`src/rtl/eeprom_cmd_map.vh`:
```
// constants for the serial eeprom command unit
`ifndef EEPROM_CMD_MAP_VH
`define EEPROM_CMD_MAP_VH
`define OP_READ 2'h1 << 1
`define OP_RD 2'h2
`define OP_WR 2'h1
`define OP_EXT 2'h0
`define EXT_ENABLE 2'h3
`define EXT_FILL 2'h1
`define EXT_DISABLE 2'h0
`define WORD_BITS 16
`define ADDR_BITS 7
`define CLK_HZ 40000000
`define PROG_TIME_MS 15
`define PROG_CYCLES ((`CLK_HZ / 1000) * `PROG_TIME_MS)
`endif

```
`src/rtl/eeprom_cmd_unit.v`:
```
// serial eeprom command decoder, shifter and self-timed program cycle
`timescale 1ns/1ps
`include "eeprom_cmd_map.vh"
module eeprom_cmd_unit #(
    parameter PROG_CYCLES = `PROG_CYCLES
) (
    input wire clk_in,
    input wire rst_in,
    input wire chip_select_in,
    input wire serial_shift_clock_in,
    input wire serial_data_in,
    input wire program_enable_pin_in,
    input wire protect_select_in,
    input wire protect_active_in,
    input wire [`ADDR_BITS-1:0] protect_addr_in,
    output reg serial_data_out,
    output reg serial_data_oe_n_out,
    output reg busy_out
);
    localparam ST_IDLE = 3'h0;
    localparam ST_OP = 3'h1;
    localparam ST_ADDR = 3'h2;
    localparam ST_DATA = 3'h3;
    localparam ST_READ = 3'h4;
    localparam ST_ARMED = 3'h5;
    localparam ST_DONE = 3'h6;

    reg [2:0] state;
    reg [4:0] bit_cnt;
    reg [1:0] opcode;
    reg [7:0] addr;
    reg [`WORD_BITS-1:0] data_sr;
    reg [`WORD_BITS-1:0] out_sr;
    reg [6:0] rd_addr;
    reg prog_enabled;
    reg pe_latched;
    reg is_fill;
    reg cs_q;
    reg sk_q;
    reg status_mode;
    reg [31:0] prog_cnt;
    reg mem_write;
    reg mem_fill;
    reg buf_push;
    reg buf_pop;

    wire sk_rise;
    wire cs_fall;
    wire prog_start;
    wire [`WORD_BITS-1:0] mem_rdata;
    wire buf_in_ready;
    wire buf_out_valid;
    wire [`WORD_BITS-1:0] buf_data;
    wire write_ok;
    wire fill_ok;
    wire [7:0] next_addr;

    // pins are sampled levels; edges are found against the previous sample
    assign sk_rise = serial_shift_clock_in && !sk_q;
    assign cs_fall = cs_q && !chip_select_in;
    // select falls right after a complete, allowed write or fill
    assign prog_start = cs_fall && (state == ST_ARMED) && !busy_out;
    assign next_addr = {addr[6:0], serial_data_in};
    // a single write needs a word below the first protected address
    assign write_ok = prog_enabled && pe_latched
        && (!protect_active_in || addr[6:0] < protect_addr_in);
    assign fill_ok = prog_enabled && pe_latched && !protect_active_in;

    word_array #(
        .WIDTH(`WORD_BITS),
        .ABITS(`ADDR_BITS)
    ) u_array (
        .clk_in(clk_in),
        .rst_in(rst_in),
        .write_in(mem_write),
        .fill_in(mem_fill),
        .waddr_in(addr[6:0]),
        .wdata_in(data_sr),
        .raddr_in(rd_addr),
        .rdata_out(mem_rdata)
    );

    // the buffer is emptied whenever select is low
    word_buffer #(
        .WIDTH(`WORD_BITS)
    ) u_buf (
        .clk_in(clk_in),
        .rst_in(rst_in),
        .flush_in(!chip_select_in),
        .in_valid_in(buf_push),
        .in_ready_out(buf_in_ready),
        .in_data_in(mem_rdata),
        .out_valid_out(buf_out_valid),
        .out_ready_in(buf_pop),
        .out_data_out(buf_data)
    );

    // last sampled levels of select and shift clock; reset matches the idle pins
    always @(posedge clk_in or posedge rst_in)
    begin
        if (rst_in)
        begin
            cs_q <= 1'b0;
            sk_q <= 1'b0;
        end
        else
        begin
            cs_q <= chip_select_in;
            sk_q <= serial_shift_clock_in;
        end
    end

    // ready/busy display, kept over select cycles while busy; ends at a start bit or a select fall after ready
    always @(posedge clk_in or posedge rst_in)
    begin
        if (rst_in)
            status_mode <= 1'b0;
        else if (prog_start)
            status_mode <= 1'b1;
        else if (cs_fall && !busy_out)
            status_mode <= 1'b0;
        // a start bit after ready hands the pin back to the command shifter
        else if (chip_select_in && sk_rise && serial_data_in && !busy_out)
            status_mode <= 1'b0;
    end

    // self-timed program cycle; runs on whatever select does
    always @(posedge clk_in or posedge rst_in)
    begin
        if (rst_in)
        begin
            busy_out <= 1'b0;
            prog_cnt <= 32'h0000_0000;
            mem_write <= 1'b0;
            mem_fill <= 1'b0;
        end
        else
        begin
            mem_write <= 1'b0;
            mem_fill <= 1'b0;
            if (prog_start)
            begin
                busy_out <= 1'b1;
                prog_cnt <= PROG_CYCLES - 1;
            end
            else if (busy_out)
            begin
                // the word lands one cycle after busy drops, long before a read can reach it
                if (prog_cnt == 32'h0000_0000)
                begin
                    busy_out <= 1'b0;
                    if (is_fill)
                        mem_fill <= 1'b1;
                    else
                        mem_write <= 1'b1;
                end
                else
                    prog_cnt <= prog_cnt - 32'h0000_0001;
            end
        end
    end

    always @(posedge clk_in or posedge rst_in)
    begin
        if (rst_in)
        begin
            state <= ST_IDLE;
            bit_cnt <= 5'h0;
            opcode <= 2'h0;
            addr <= 8'h00;
            data_sr <= 16'h0000;
            out_sr <= 16'h0000;
            rd_addr <= 7'h00;
            prog_enabled <= 1'b0;
            pe_latched <= 1'b0;
            is_fill <= 1'b0;
            buf_push <= 1'b0;
            buf_pop <= 1'b0;
            serial_data_out <= 1'b0;
            serial_data_oe_n_out <= 1'b1;
        end
        else
        begin
            buf_push <= 1'b0;
            buf_pop <= 1'b0;
            if (!chip_select_in)
            begin
                // select low clears command state and releases the output
                state <= ST_IDLE;
                bit_cnt <= 5'h0;
                serial_data_oe_n_out <= 1'b1;
                serial_data_out <= 1'b0;
            end
            else if (status_mode)
            begin
                // ready/busy on the data output until a new start bit
                serial_data_oe_n_out <= 1'b0;
                serial_data_out <= !busy_out;
                if (sk_rise && serial_data_in && !busy_out)
                begin
                    state <= ST_OP;
                    bit_cnt <= 5'h0;
                end
            end
            else if (sk_rise)
            begin
                case (state)
                    ST_IDLE:
                    begin
                        if (serial_data_in && !busy_out)
                        begin
                            state <= ST_OP;
                            bit_cnt <= 5'h0;
                        end
                    end
                    ST_OP:
                    begin
                        opcode <= {opcode[0], serial_data_in};
                        bit_cnt <= bit_cnt + 5'h1;
                        if (bit_cnt == 5'h1)
                        begin
                            state <= ST_ADDR;
                            bit_cnt <= 5'h0;
                        end
                    end
                    ST_ADDR:
                    begin
                        addr <= next_addr;
                        bit_cnt <= bit_cnt + 5'h1;
                        if (bit_cnt == 5'h7)
                        begin
                            bit_cnt <= 5'h0;
                            pe_latched <= program_enable_pin_in;
                            if (protect_select_in)
                                state <= ST_DONE;
                            else if (opcode == `OP_RD)
                            begin
                                state <= ST_READ;
                                rd_addr <= next_addr[6:0];
                                buf_push <= 1'b1;
                                serial_data_oe_n_out <= 1'b0;
                                serial_data_out <= 1'b0;
                            end
                            else if (opcode == `OP_WR)
                            begin
                                state <= ST_DATA;
                                is_fill <= 1'b0;
                            end
                            else if (opcode == `OP_EXT && next_addr[7:6] == `EXT_FILL)
                            begin
                                state <= ST_DATA;
                                is_fill <= 1'b1;
                            end
                            else if (opcode == `OP_EXT && next_addr[7:6] == `EXT_ENABLE)
                            begin
                                // an enable with the pin low leaves the current setting alone
                                if (program_enable_pin_in)
                                    prog_enabled <= 1'b1;
                                state <= ST_DONE;
                            end
                            else if (opcode == `OP_EXT && next_addr[7:6] == `EXT_DISABLE)
                            begin
                                prog_enabled <= 1'b0;
                                state <= ST_DONE;
                            end
                            else
                                state <= ST_DONE;
                        end
                    end
                    ST_DATA:
                    begin
                        data_sr <= {data_sr[14:0], serial_data_in};
                        bit_cnt <= bit_cnt + 5'h1;
                        if (bit_cnt == 5'hf)
                        begin
                            // armed only if allowed; the select fall then starts it
                            if (is_fill ? fill_ok : write_ok)
                                state <= ST_ARMED;
                            else
                                state <= ST_DONE;
                        end
                    end
                    ST_READ:
                    begin
                        serial_data_oe_n_out <= 1'b0;
                        if (bit_cnt == 5'h0)
                        begin
                            // take the next word from the buffer, prefetch the one after
                            out_sr <= {buf_data[14:0], 1'b0};
                            serial_data_out <= buf_data[15];
                            buf_pop <= buf_out_valid;
                            rd_addr <= rd_addr + 7'h1;
                            buf_push <= buf_in_ready;
                            bit_cnt <= 5'h1;
                        end
                        else
                        begin
                            serial_data_out <= out_sr[15];
                            out_sr <= {out_sr[14:0], 1'b0};
                            bit_cnt <= (bit_cnt == 5'hf) ? 5'h0 : bit_cnt + 5'h1;
                        end
                    end
                    ST_ARMED:
                    begin
                        // an extra clock before select falls cancels the write
                        state <= ST_DONE;
                    end
                    ST_DONE:
                    begin
                        state <= ST_DONE;
                    end
                    default:
                    begin
                        state <= ST_IDLE;
                    end
                endcase
            end
        end
    end
endmodule // eeprom_cmd_unit

```
`src/rtl/word_array.v`:
```
// 128 x 16 flip-flop word storage with single write and fill-all
`timescale 1ns/1ps
module word_array #(
    parameter WIDTH = 16,
    parameter ABITS = 7
) (
    input wire clk_in,
    input wire rst_in,
    input wire write_in,
    input wire fill_in,
    input wire [ABITS-1:0] waddr_in,
    input wire [WIDTH-1:0] wdata_in,
    input wire [ABITS-1:0] raddr_in,
    output wire [WIDTH-1:0] rdata_out
);
    localparam DEPTH = 1 << ABITS;
    reg [WIDTH-1:0] mem [0:DEPTH-1];
    assign rdata_out = mem[raddr_in];
    genvar i;
    generate
        for (i = 0; i < DEPTH; i = i + 1)
        begin : g_word
            localparam [ABITS-1:0] IDX = i;
            always @(posedge clk_in or posedge rst_in)
            begin
                if (rst_in)
                    mem[i] <= {WIDTH{1'b1}};
                else if (fill_in || (write_in && waddr_in == IDX))
                    mem[i] <= wdata_in;
            end
        end
    endgenerate
endmodule // word_array

```
`src/rtl/word_buffer.v`:
```
// two-entry valid/ready buffer for words leaving the memory array
`timescale 1ns/1ps
module word_buffer #(
    parameter WIDTH = 16
) (
    input wire clk_in,
    input wire rst_in,
    input wire flush_in,
    input wire in_valid_in,
    output wire in_ready_out,
    input wire [WIDTH-1:0] in_data_in,
    output wire out_valid_out,
    input wire out_ready_in,
    output wire [WIDTH-1:0] out_data_out
);
    reg [WIDTH-1:0] slot [0:1];
    reg rd_ptr;
    reg wr_ptr;
    reg [1:0] count;
    wire push;
    wire pop;
    assign in_ready_out = (count != 2'h2);
    assign out_valid_out = (count != 2'h0);
    assign out_data_out = slot[rd_ptr];
    assign push = in_valid_in && in_ready_out;
    assign pop = out_valid_out && out_ready_in;
    always @(posedge clk_in or posedge rst_in)
    begin
        if (rst_in)
        begin
            rd_ptr <= 1'b0;
            wr_ptr <= 1'b0;
            count <= 2'h0;
            slot[0] <= {WIDTH{1'b0}};
            slot[1] <= {WIDTH{1'b0}};
        end
        else if (flush_in)
        begin
            rd_ptr <= 1'b0;
            wr_ptr <= 1'b0;
            count <= 2'h0;
        end
        else
        begin
            if (push)
            begin
                slot[wr_ptr] <= in_data_in;
                wr_ptr <= ~wr_ptr;
            end
            if (pop)
                rd_ptr <= ~rd_ptr;
            if (push && !pop)
                count <= count + 2'h1;
            else if (pop && !push)
                count <= count - 2'h1;
        end
    end
endmodule // word_buffer

```
`config.mk`:
```
export PLATFORM = sky130hd
export DESIGN_NAME = eeprom_cmd_unit
export DESIGN_NICKNAME = d
export VERILOG_FILES = /design/src/rtl/eeprom_cmd_unit.v /design/src/rtl/word_array.v /design/src/rtl/word_buffer.v
export VERILOG_INCLUDE_DIRS = /design/src /design/src/rtl
export SDC_FILE = /design/constraint.sdc
export NUM_CORES = 2
export LEC_CHECK = 0
export BUFFER_PORTS_ARGS = -buffer_cell sky130_fd_sc_hd__buf_2
export CAP_MARGIN = 25
export CORE_MARGIN = 1
export CORE_UTILIZATION = 58
export CTS_CLUSTER_SIZE = 16
export DETAILED_ROUTE_END_ITERATION = 10
export PLACE_DENSITY = 0.76
export SLEW_MARGIN = 40
export SYNTH_ARGS = -nofsm -noshare
export SYNTH_HDL_FRONTEND = slang
export SYNTH_SLANG_ARGS = --single-unit
export TNS_END_PERCENT = 5
```
`constraint.sdc`:
```
create_clock -name clk_in -period 55.5 [get_ports clk_in]
set_clock_uncertainty 0.15 [all_clocks]
set_input_delay 2.775 -clock clk_in [delete_from_list [all_inputs] [get_ports clk_in]]
set_output_delay 2.775 -clock clk_in [all_outputs]
set_load 0.01 [all_outputs]
```
# [Word-level counts from Yosys, hierarchy flattened]
# Index checks and enable logic that the tools add are counted.
[totals] ff_bits=2185 latch_bits=0 ramBits=0 romBits=0 input_bits=15 out_inout_bits=3 word_cells=740 memories=0
[classes] addsub=5 mul=0 div_mod_pow=0 n_lt_le_gt_ge=5 n_eq_ne=161 shift=0 n_mux=94 n_bitwise=10 n_reduce_logical=311
[ops] operator="7-bit == test, second input constant" n=64
[ops] operator="7-bit by 6-bit == test with 1-bit output, second input constant" n=32
[ops] operator="1-bit logical AND" n=150
[ops] operator="1-bit logical OR" n=129
[ops] operator="16-bit binary-select mux with 7-bit select" n=1
[ops] operator="7-bit by 5-bit == test with 1-bit output, second input constant" n=16
[ops] operator="16-bit 2-to-1 mux" n=7
[ops] operator="32-bit 2-to-1 mux" n=3
[ops] operator="7-bit by 4-bit == test with 1-bit output, second input constant" n=8
[ops] operator="1-bit 2-to-1 mux" n=46
[ops] operator="5-bit 2-to-1 mux" n=9
[ops] operator="3-bit 2-to-1 mux" n=12
[ops] operator="32-bit bitwise mux" n=1
[ops] operator="32-bit logical NOT" n=1
[ops] operator="32-bit by 1-bit subtractor with 32-bit output, second input constant" n=1
[ops] operator="7-bit by 3-bit == test with 1-bit output, second input constant" n=4
[ops] operator="7-bit 2-to-1 mux" n=4
[ops] operator="5-bit case mux with 5 select lines" n=1
[ops] operator="4-bit inequality test, second input constant" n=6
[ops] operator="4-bit AND reduction" n=5
[ops] operator="3-bit case mux with 6 select lines" n=1
[ops] operator="16-bit demux with 1-bit select" n=1
[ops] operator="8-bit AND reduction" n=2
[ops] operator="7-bit by 2-bit == test with 1-bit output, second input constant" n=2
[ops] operator="other kinds (42)" n=80

# [Depth between registers and ports, before layout]
[depth] word_depth=11 mapped_depth=13 depth_no_buf=11

# [By module]
# A second synthesis with hierarchy kept.
[hier_totals] cells_unflattened=6152 hier_area_um2=102223.0
[by_module_without_submodules] mod="word_array" instances=1 cells_per_inst=5498 area_per_inst_um2=95172.5 seq_area_each_um2=53811.6
[by_module_without_submodules] mod="eeprom_cmd_unit" instances=1 cells_per_inst=544 area_per_inst_um2=5420.2 seq_area_each_um2=2503.7
[by_module_without_submodules] mod="word_buffer" instances=1 cells_per_inst=110 area_per_inst_um2=1630.3 seq_area_each_um2=900.9

# [Worst setup path before layout]
# OpenSTA, ideal clock, no wires.
[synth_path] kind="input to register" start="input port serial_shift_clock_in" end="register pe_latched" setup_time_ns=0.125 arrival_time_ns=4.337 required_time_ns=55.225 slack_ns=50.888 stages=5 path_buffers=0 path_cell_list="nor2b_1 -> nand2_1 -> nor3_2 -> nor3b_1 -> mux2_2"
[synth_between] elab_chain_len=2
[synth_lines] element="start: declaration" line_no="eeprom_cmd_unit.v:10" rtl="input wire serial_shift_clock_in,"
[synth_lines] element="1-bit logical AND" line_no="eeprom_cmd_unit.v:59" rtl="assign sk_rise = serial_shift_clock_in && !sk_q;"
[synth_lines] element="5-bit AND reduction (no line)"
[synth_lines] element="end signal: assignment" line_no="eeprom_cmd_unit.v:233" rtl="pe_latched <= program_enable_pin_in;"
[synth_lines] element="end: declaration" line_no="eeprom_cmd_unit.v:36" rtl="reg pe_latched;"
# Every way passes these cells.
# A chain may end at the register's enable or synchronous reset.

# [Worst setup path after layout]
[layout_path] start="register rd_addr[0]" end="register u_buf.slot[5] (netlist bit)"
[layout_between] elab_chain_len=5
[layout_lines] element="start: declaration" line_no="eeprom_cmd_unit.v:34" rtl="reg [6:0] rd_addr;"
[layout_lines] element="start signal: assignment" line_no="eeprom_cmd_unit.v:239" rtl="rd_addr <= next_addr[6:0];"
[layout_lines] element="start signal: assignment" line_no="eeprom_cmd_unit.v:292" rtl="rd_addr <= rd_addr + 7'h1;"
[layout_lines] element="7-bit NOT with 8-bit output (not written as such)" line_no="word_array.v:18" rtl="assign rdata_out = mem[raddr_in];"
[layout_lines] element="16-bit binary-select mux with 7-bit select" line_no="word_array.v:18"
[layout_lines] element="16-bit 2-to-1 mux (not written as such) (2 in series)" line_no="word_array.v:18"
[layout_lines] element="32-bit bitwise mux" line_no="word_buffer.v:47" rtl="slot[wr_ptr] <= in_data_in;"
[layout_lines] element="end signal: indexed assignment" line_no="word_buffer.v:47"
[layout_lines] element="end: declaration" line_no="word_buffer.v:16" rtl="reg [WIDTH-1:0] slot [0:1];"
# Every way passes these cells. The select of a mux whose other input is x is not followed.

==> results_dict.tcl <==
set metrics [dict create \
    outcome "finished clean" \
    via_count_of_the_first_global_routing_pass 63040 \
    cts_setup_buffers 0 \
    drcViolationCount 0 \
    drt_iter0_drc 4740 \
    power.leakage_uw 0.04506 \
    timing.critical_path.to_type "register" \
    die_h_um 423.2 \
    cp_cell_sequence "buf_4 -> buf_4 -> buf_4 -> buf_4 -> mux4_2 -> a22oi_1 -> nand2_1 -> a211o_1 -> nand3_1 -> a41oi_1 -> mux2_2" \
    power.share.sequential_pct 45.1 \
    cts-root-to-sink-buffers 3 \
    cp_slowest_stage_delay_ns 0.84 \
    detailroute.via_count 60470 \
    synth.ff_latch_count 2184 \
    post_cts_resized 0 \
    synth-edff-count 0 \
    final_cell_area_um2 113600 \
    routabilityCongestion 0.8526 \
    buffer_ports.inserted 17 \
    critical_path_peak_fanout 39 \
    route.final.wire_length_mm 267.6 \
    htree_num_levels 4 \
    maxCapViolCount 0 \
    report.final.hold_viol_count 0 \
    cts_root_buf "clkbuf_16" \
    async_flop_share_pct 100.0 \
    first_pass_grt_wire_length_mm 404.7 \
    worstPathArrival_ns 6.83 \
    detailed_place.area_um2 106200 \
    cts_sinks 2184 \
    synth.yosys.seq_area_share_pct 55.60 \
    synth_top_flop_cell "dfstp_2" \
    power.ir.vdd_worst_mv 0.03321 \
    drive_gt1_share_pct 76.86 \
    switching_share_pct 27.80 \
    dieWidth_um 423.2 \
    placeableCoreArea_um2 176100 \
    layout_setup_ws_ns 49.27 \
    grt_antenna_before_repair 7 \
    power.density_nw_per_um2 31.81 \
    share_clk_of_total_power_pct 40.6 \
    initial_utilization_pct 58.43 \
    p_sw_uw 1005 \
    rows 154 \
    totalNegativeSetupSlack_ns 0 \
    detailedPlacementHpwl_mm 162.7 \
    critical_path_required_ns 56.10 \
    globalRouteOverflowTotal 0 \
    worstPathBufferInverterCount 4 \
    drt_first_pass_iters 5 \
    maxSlewHeadroom_pct 36.96 \
    hold_buffers 0 \
    synth_nets 6935 \
    setup_crit_start_kind "register" \
    io-pin-count 18 \
    clkLatencyLatePin_ns 0.86 \
    worst_path_max_delay_cell "dfrtp_4" \
    tritoncts "built" \
    gr_util_all_layers_pct 29.96 \
    worst_path_dominant_cell_family "buffers and inverters" \
    synth_cell_types 79 \
    power.internal_uw 2609 \
    measured_slew_at_the_worst_slew_check_pin_ns 0.9456 \
    cts_bufs_inserted 217 \
    grt_setup_unrepaired "false" \
    min-delay-path-class "reg2reg" \
    path_common_cell "buf_4" \
    combinationalPowerShare_pct 14.3 \
    ys_warn_count 0 \
    wl_per_cell_um 28.84 \
    dieArea_um2 179100 \
    max_clk_rate_ghz 0.1606 \
    fin_nets 6786 \
    final_max_slew_viol_count 0 \
    vias_per_cell 6.516 \
    finalWorstPathRequiredPeriod_ns 6.226 \
    drtAntennaViolNets 0 \
    postSynthCellCount 6907 \
    final_clock_period_utilization_by_the_worst_path_pct 11.22 \
    pre_cts_ws_ns 48.21 \
    area_delta_synth_final_pct 10.37 \
    critPathKind "reg2reg" \
    syn_avg_cell_area_um2 14.90 \
    cts.clk_slew.worst_paths_ns 0.06 \
    report.final.setup_viol 0 \
    netlist_area_um2 102900 \
    grt_start_max_net_pins 163 \
]
[cell usage after synthesis, types with 5 or more instances]
master | instances | share of area [%]
nor3_1 | 31 | 0.15
clkbuf_1 | 446 | 1.6
a211o_1 | 8 | 0.068
o22ai_1 | 13 | 0.079
a31oi_1 | 44 | 0.27
inv_1 | 23 | 0.084
nor3b_1 | 10 | 0.073
mux4_2 | 346 | 7.6
and3_1 | 5 | 0.030
nand2_1 | 148 | 0.54
buf_1 | 11 | 0.040
dfstp_2 | 2049 | 52
o31ai_1 | 6 | 0.044
nor2_1 | 84 | 0.31
a211oi_1 | 25 | 0.18
xor2_1 | 10 | 0.085
nand3_1 | 69 | 0.34
a22oi_1 | 148 | 1.1
dfrtp_1 | 135 | 3.3
o21ai_0 | 93 | 0.45
a221oi_1 | 26 | 0.22
mux2_2 | 2151 | 24
buf_2 | 104 | 0.51
mux2i_1 | 335 | 3.3
o221ai_1 | 20 | 0.17
a22o_1 | 19 | 0.16
buf_6 | 24 | 0.26
xnor2_1 | 14 | 0.12
a21boi_0 | 28 | 0.20
a21oi_1 | 267 | 1.3
nor2b_1 | 24 | 0.15
nand4_1 | 12 | 0.073
nand2b_1 | 21 | 0.13
a21o_1 | 5 | 0.036
buf_4 | 36 | 0.26
nand3b_1 | 7 | 0.051
ha_1 | 13 | 0.16
and2_1 | 22 | 0.13
[cell families after synthesis]
| group | after synthesis | synth area share, % |
|---|---|---|
| flip-flops | 2184 | 55.60 |
| adder cells (fa/ha/maj) | 13 | 0.1581 |
| AO/OA/AOI/OAI | 740 | 4.594 |
| XOR/XNOR | 24 | 0.2043 |
| multiplexers | 2832 | 34.37 |
| AND/OR/NAND/NOR | 469 | 2.286 |
| buffers and inverters | 645 | 2.786 |
[tightest hold or removal path, stage by stage (launching register included)]
cell     delay (ns)
dfstp_2        0.37
nand2_1        0.05
nand2_1        0.05
[final timing paths]
path / cells after the start / endpoint / startpoint / slack [ns]
setup reg to reg: 11 / u_buf.slot[5]$_DFFE_PP0P_ / rd_addr[0]$_DFFE_PP0P_ / 49.27
hold reg to reg: 2 / serial_data_oe_n_out$_DFFE_PP1P_ / serial_data_oe_n_out$_DFFE_PP1P_ / 0.31
hold / removal: 2 / serial_data_oe_n_out$_DFFE_PP1P_ / serial_data_oe_n_out$_DFFE_PP1P_ / 0.31
min in group asynchronous: 2 / u_array.mem[1254]$_DFFE_PP1P_ / rst_in / 2.15
max in group asynchronous: 9 / u_array.mem[1789]$_DFFE_PP1P_ / rst_in / 49.67
setup / recovery: 11 / u_buf.slot[5]$_DFFE_PP0P_ / rd_addr[0]$_DFFE_PP0P_ / 49.27
[sequential cells by signal (all words and copies together) (netlist names), 2 cells and up]
| name | flops |
|---|---|
| addr | 7 |
| bit_cnt | 5 |
| data_sr | 16 |
| opcode | 2 |
| out_sr | 15 |
| prog_cnt | 32 |
| rd_addr | 7 |
| state | 3 |
| u_array.mem | 2048 |
| u_buf.count | 2 |
| u_buf.slot | 32 |
[power by group through the flow]
stage	clock network (uW)	registers [uW]	logic (uW)
4_1_cts	1490	1630	506
5_1_grt	1550	1630	543
6_report	1470	1630	518
3_3_place_gp	0	1660	497
3_5_place_dp	0	1660	505
2_1_floorplan	0	1630	369
[metrics by stage]
| stage | util, % | total power [uW] | hold WS (ns) | cells |
|---|---|---|---|---|
| floorplan | - | 1995 | 0.2832 | 6907 |
| global placement | 59.90 | 2153 | 0.2977 | 8855 |
| detailed placement | 60.28 | 2163 | 0.3084 | 8870 |
| CTS | 64.32 | 3629 | 0.3172 | 9268 |
| global route | 64.49 | 3726 | 0.3337 | 9277 |
| finish | 64.49 | 3613 | 0.3121 | 9280 |
[layer usage]
| layer | up-vias | global-route usage (%) | routed length [um] |
|---|---|---|---|
| met5 | - | 0 | 42 |
| met4 | 6 | 13.29 | 12550 |
| met3 | 552 | 5.510 | 15540 |
| met2 | 1742 | 47.75 | 128300 |
| met1 | 32830 | 40.21 | 111200 |
| li1 | 25340 | - | - |
[final cells by class]
| type | count | area [um2] |
|---|---|---|
| fillers | 12380 | 62540 |
| multi-input cells | 4078 | 43740 |
| well taps | 2340 | 2928 |
| clock buffers | 322 | 6226 |
| inverters | 24 | 93.84 |
| diodes | 3 | 7.507 |
| repair buffers | 253 | 2379 |
| clock inverters | 76 | 904.6 |
| flip-flops and latches | 2184 | 57300 |
[cells in the final DEF, fill, tap and decap left out, types with 13 or more instances in the layout]
cell type and count:
a22oi_1 148, o221ai_1 20, a211oi_1 22, buf_4 168
o21ai_0 93, a21boi_0 28, mux4_2 346, nand2b_1 21
and2_1 18, mux2_2 2151, buf_2 18, nand2_1 146
dfrtp_1 112, a21oi_1 145, buf_6 35, ha_1 13
clkbuf_1 66, nor3_1 26, a21oi_2 91, clkbuf_16 218
xnor2_1 14, dfrtp_4 20, a31oi_1 44, nor2_1 74
clkbuf_8 42, mux2i_1 335, buf_12 14, a21oi_4 31
nor2b_1 16, inv_1 22, a221oi_1 26, a22o_1 19
dfstp_2 2049, nand3_1 69, clkinv_2 38, o22ai_1 13
Note: power is estimated with default switching activity, not from simulation.
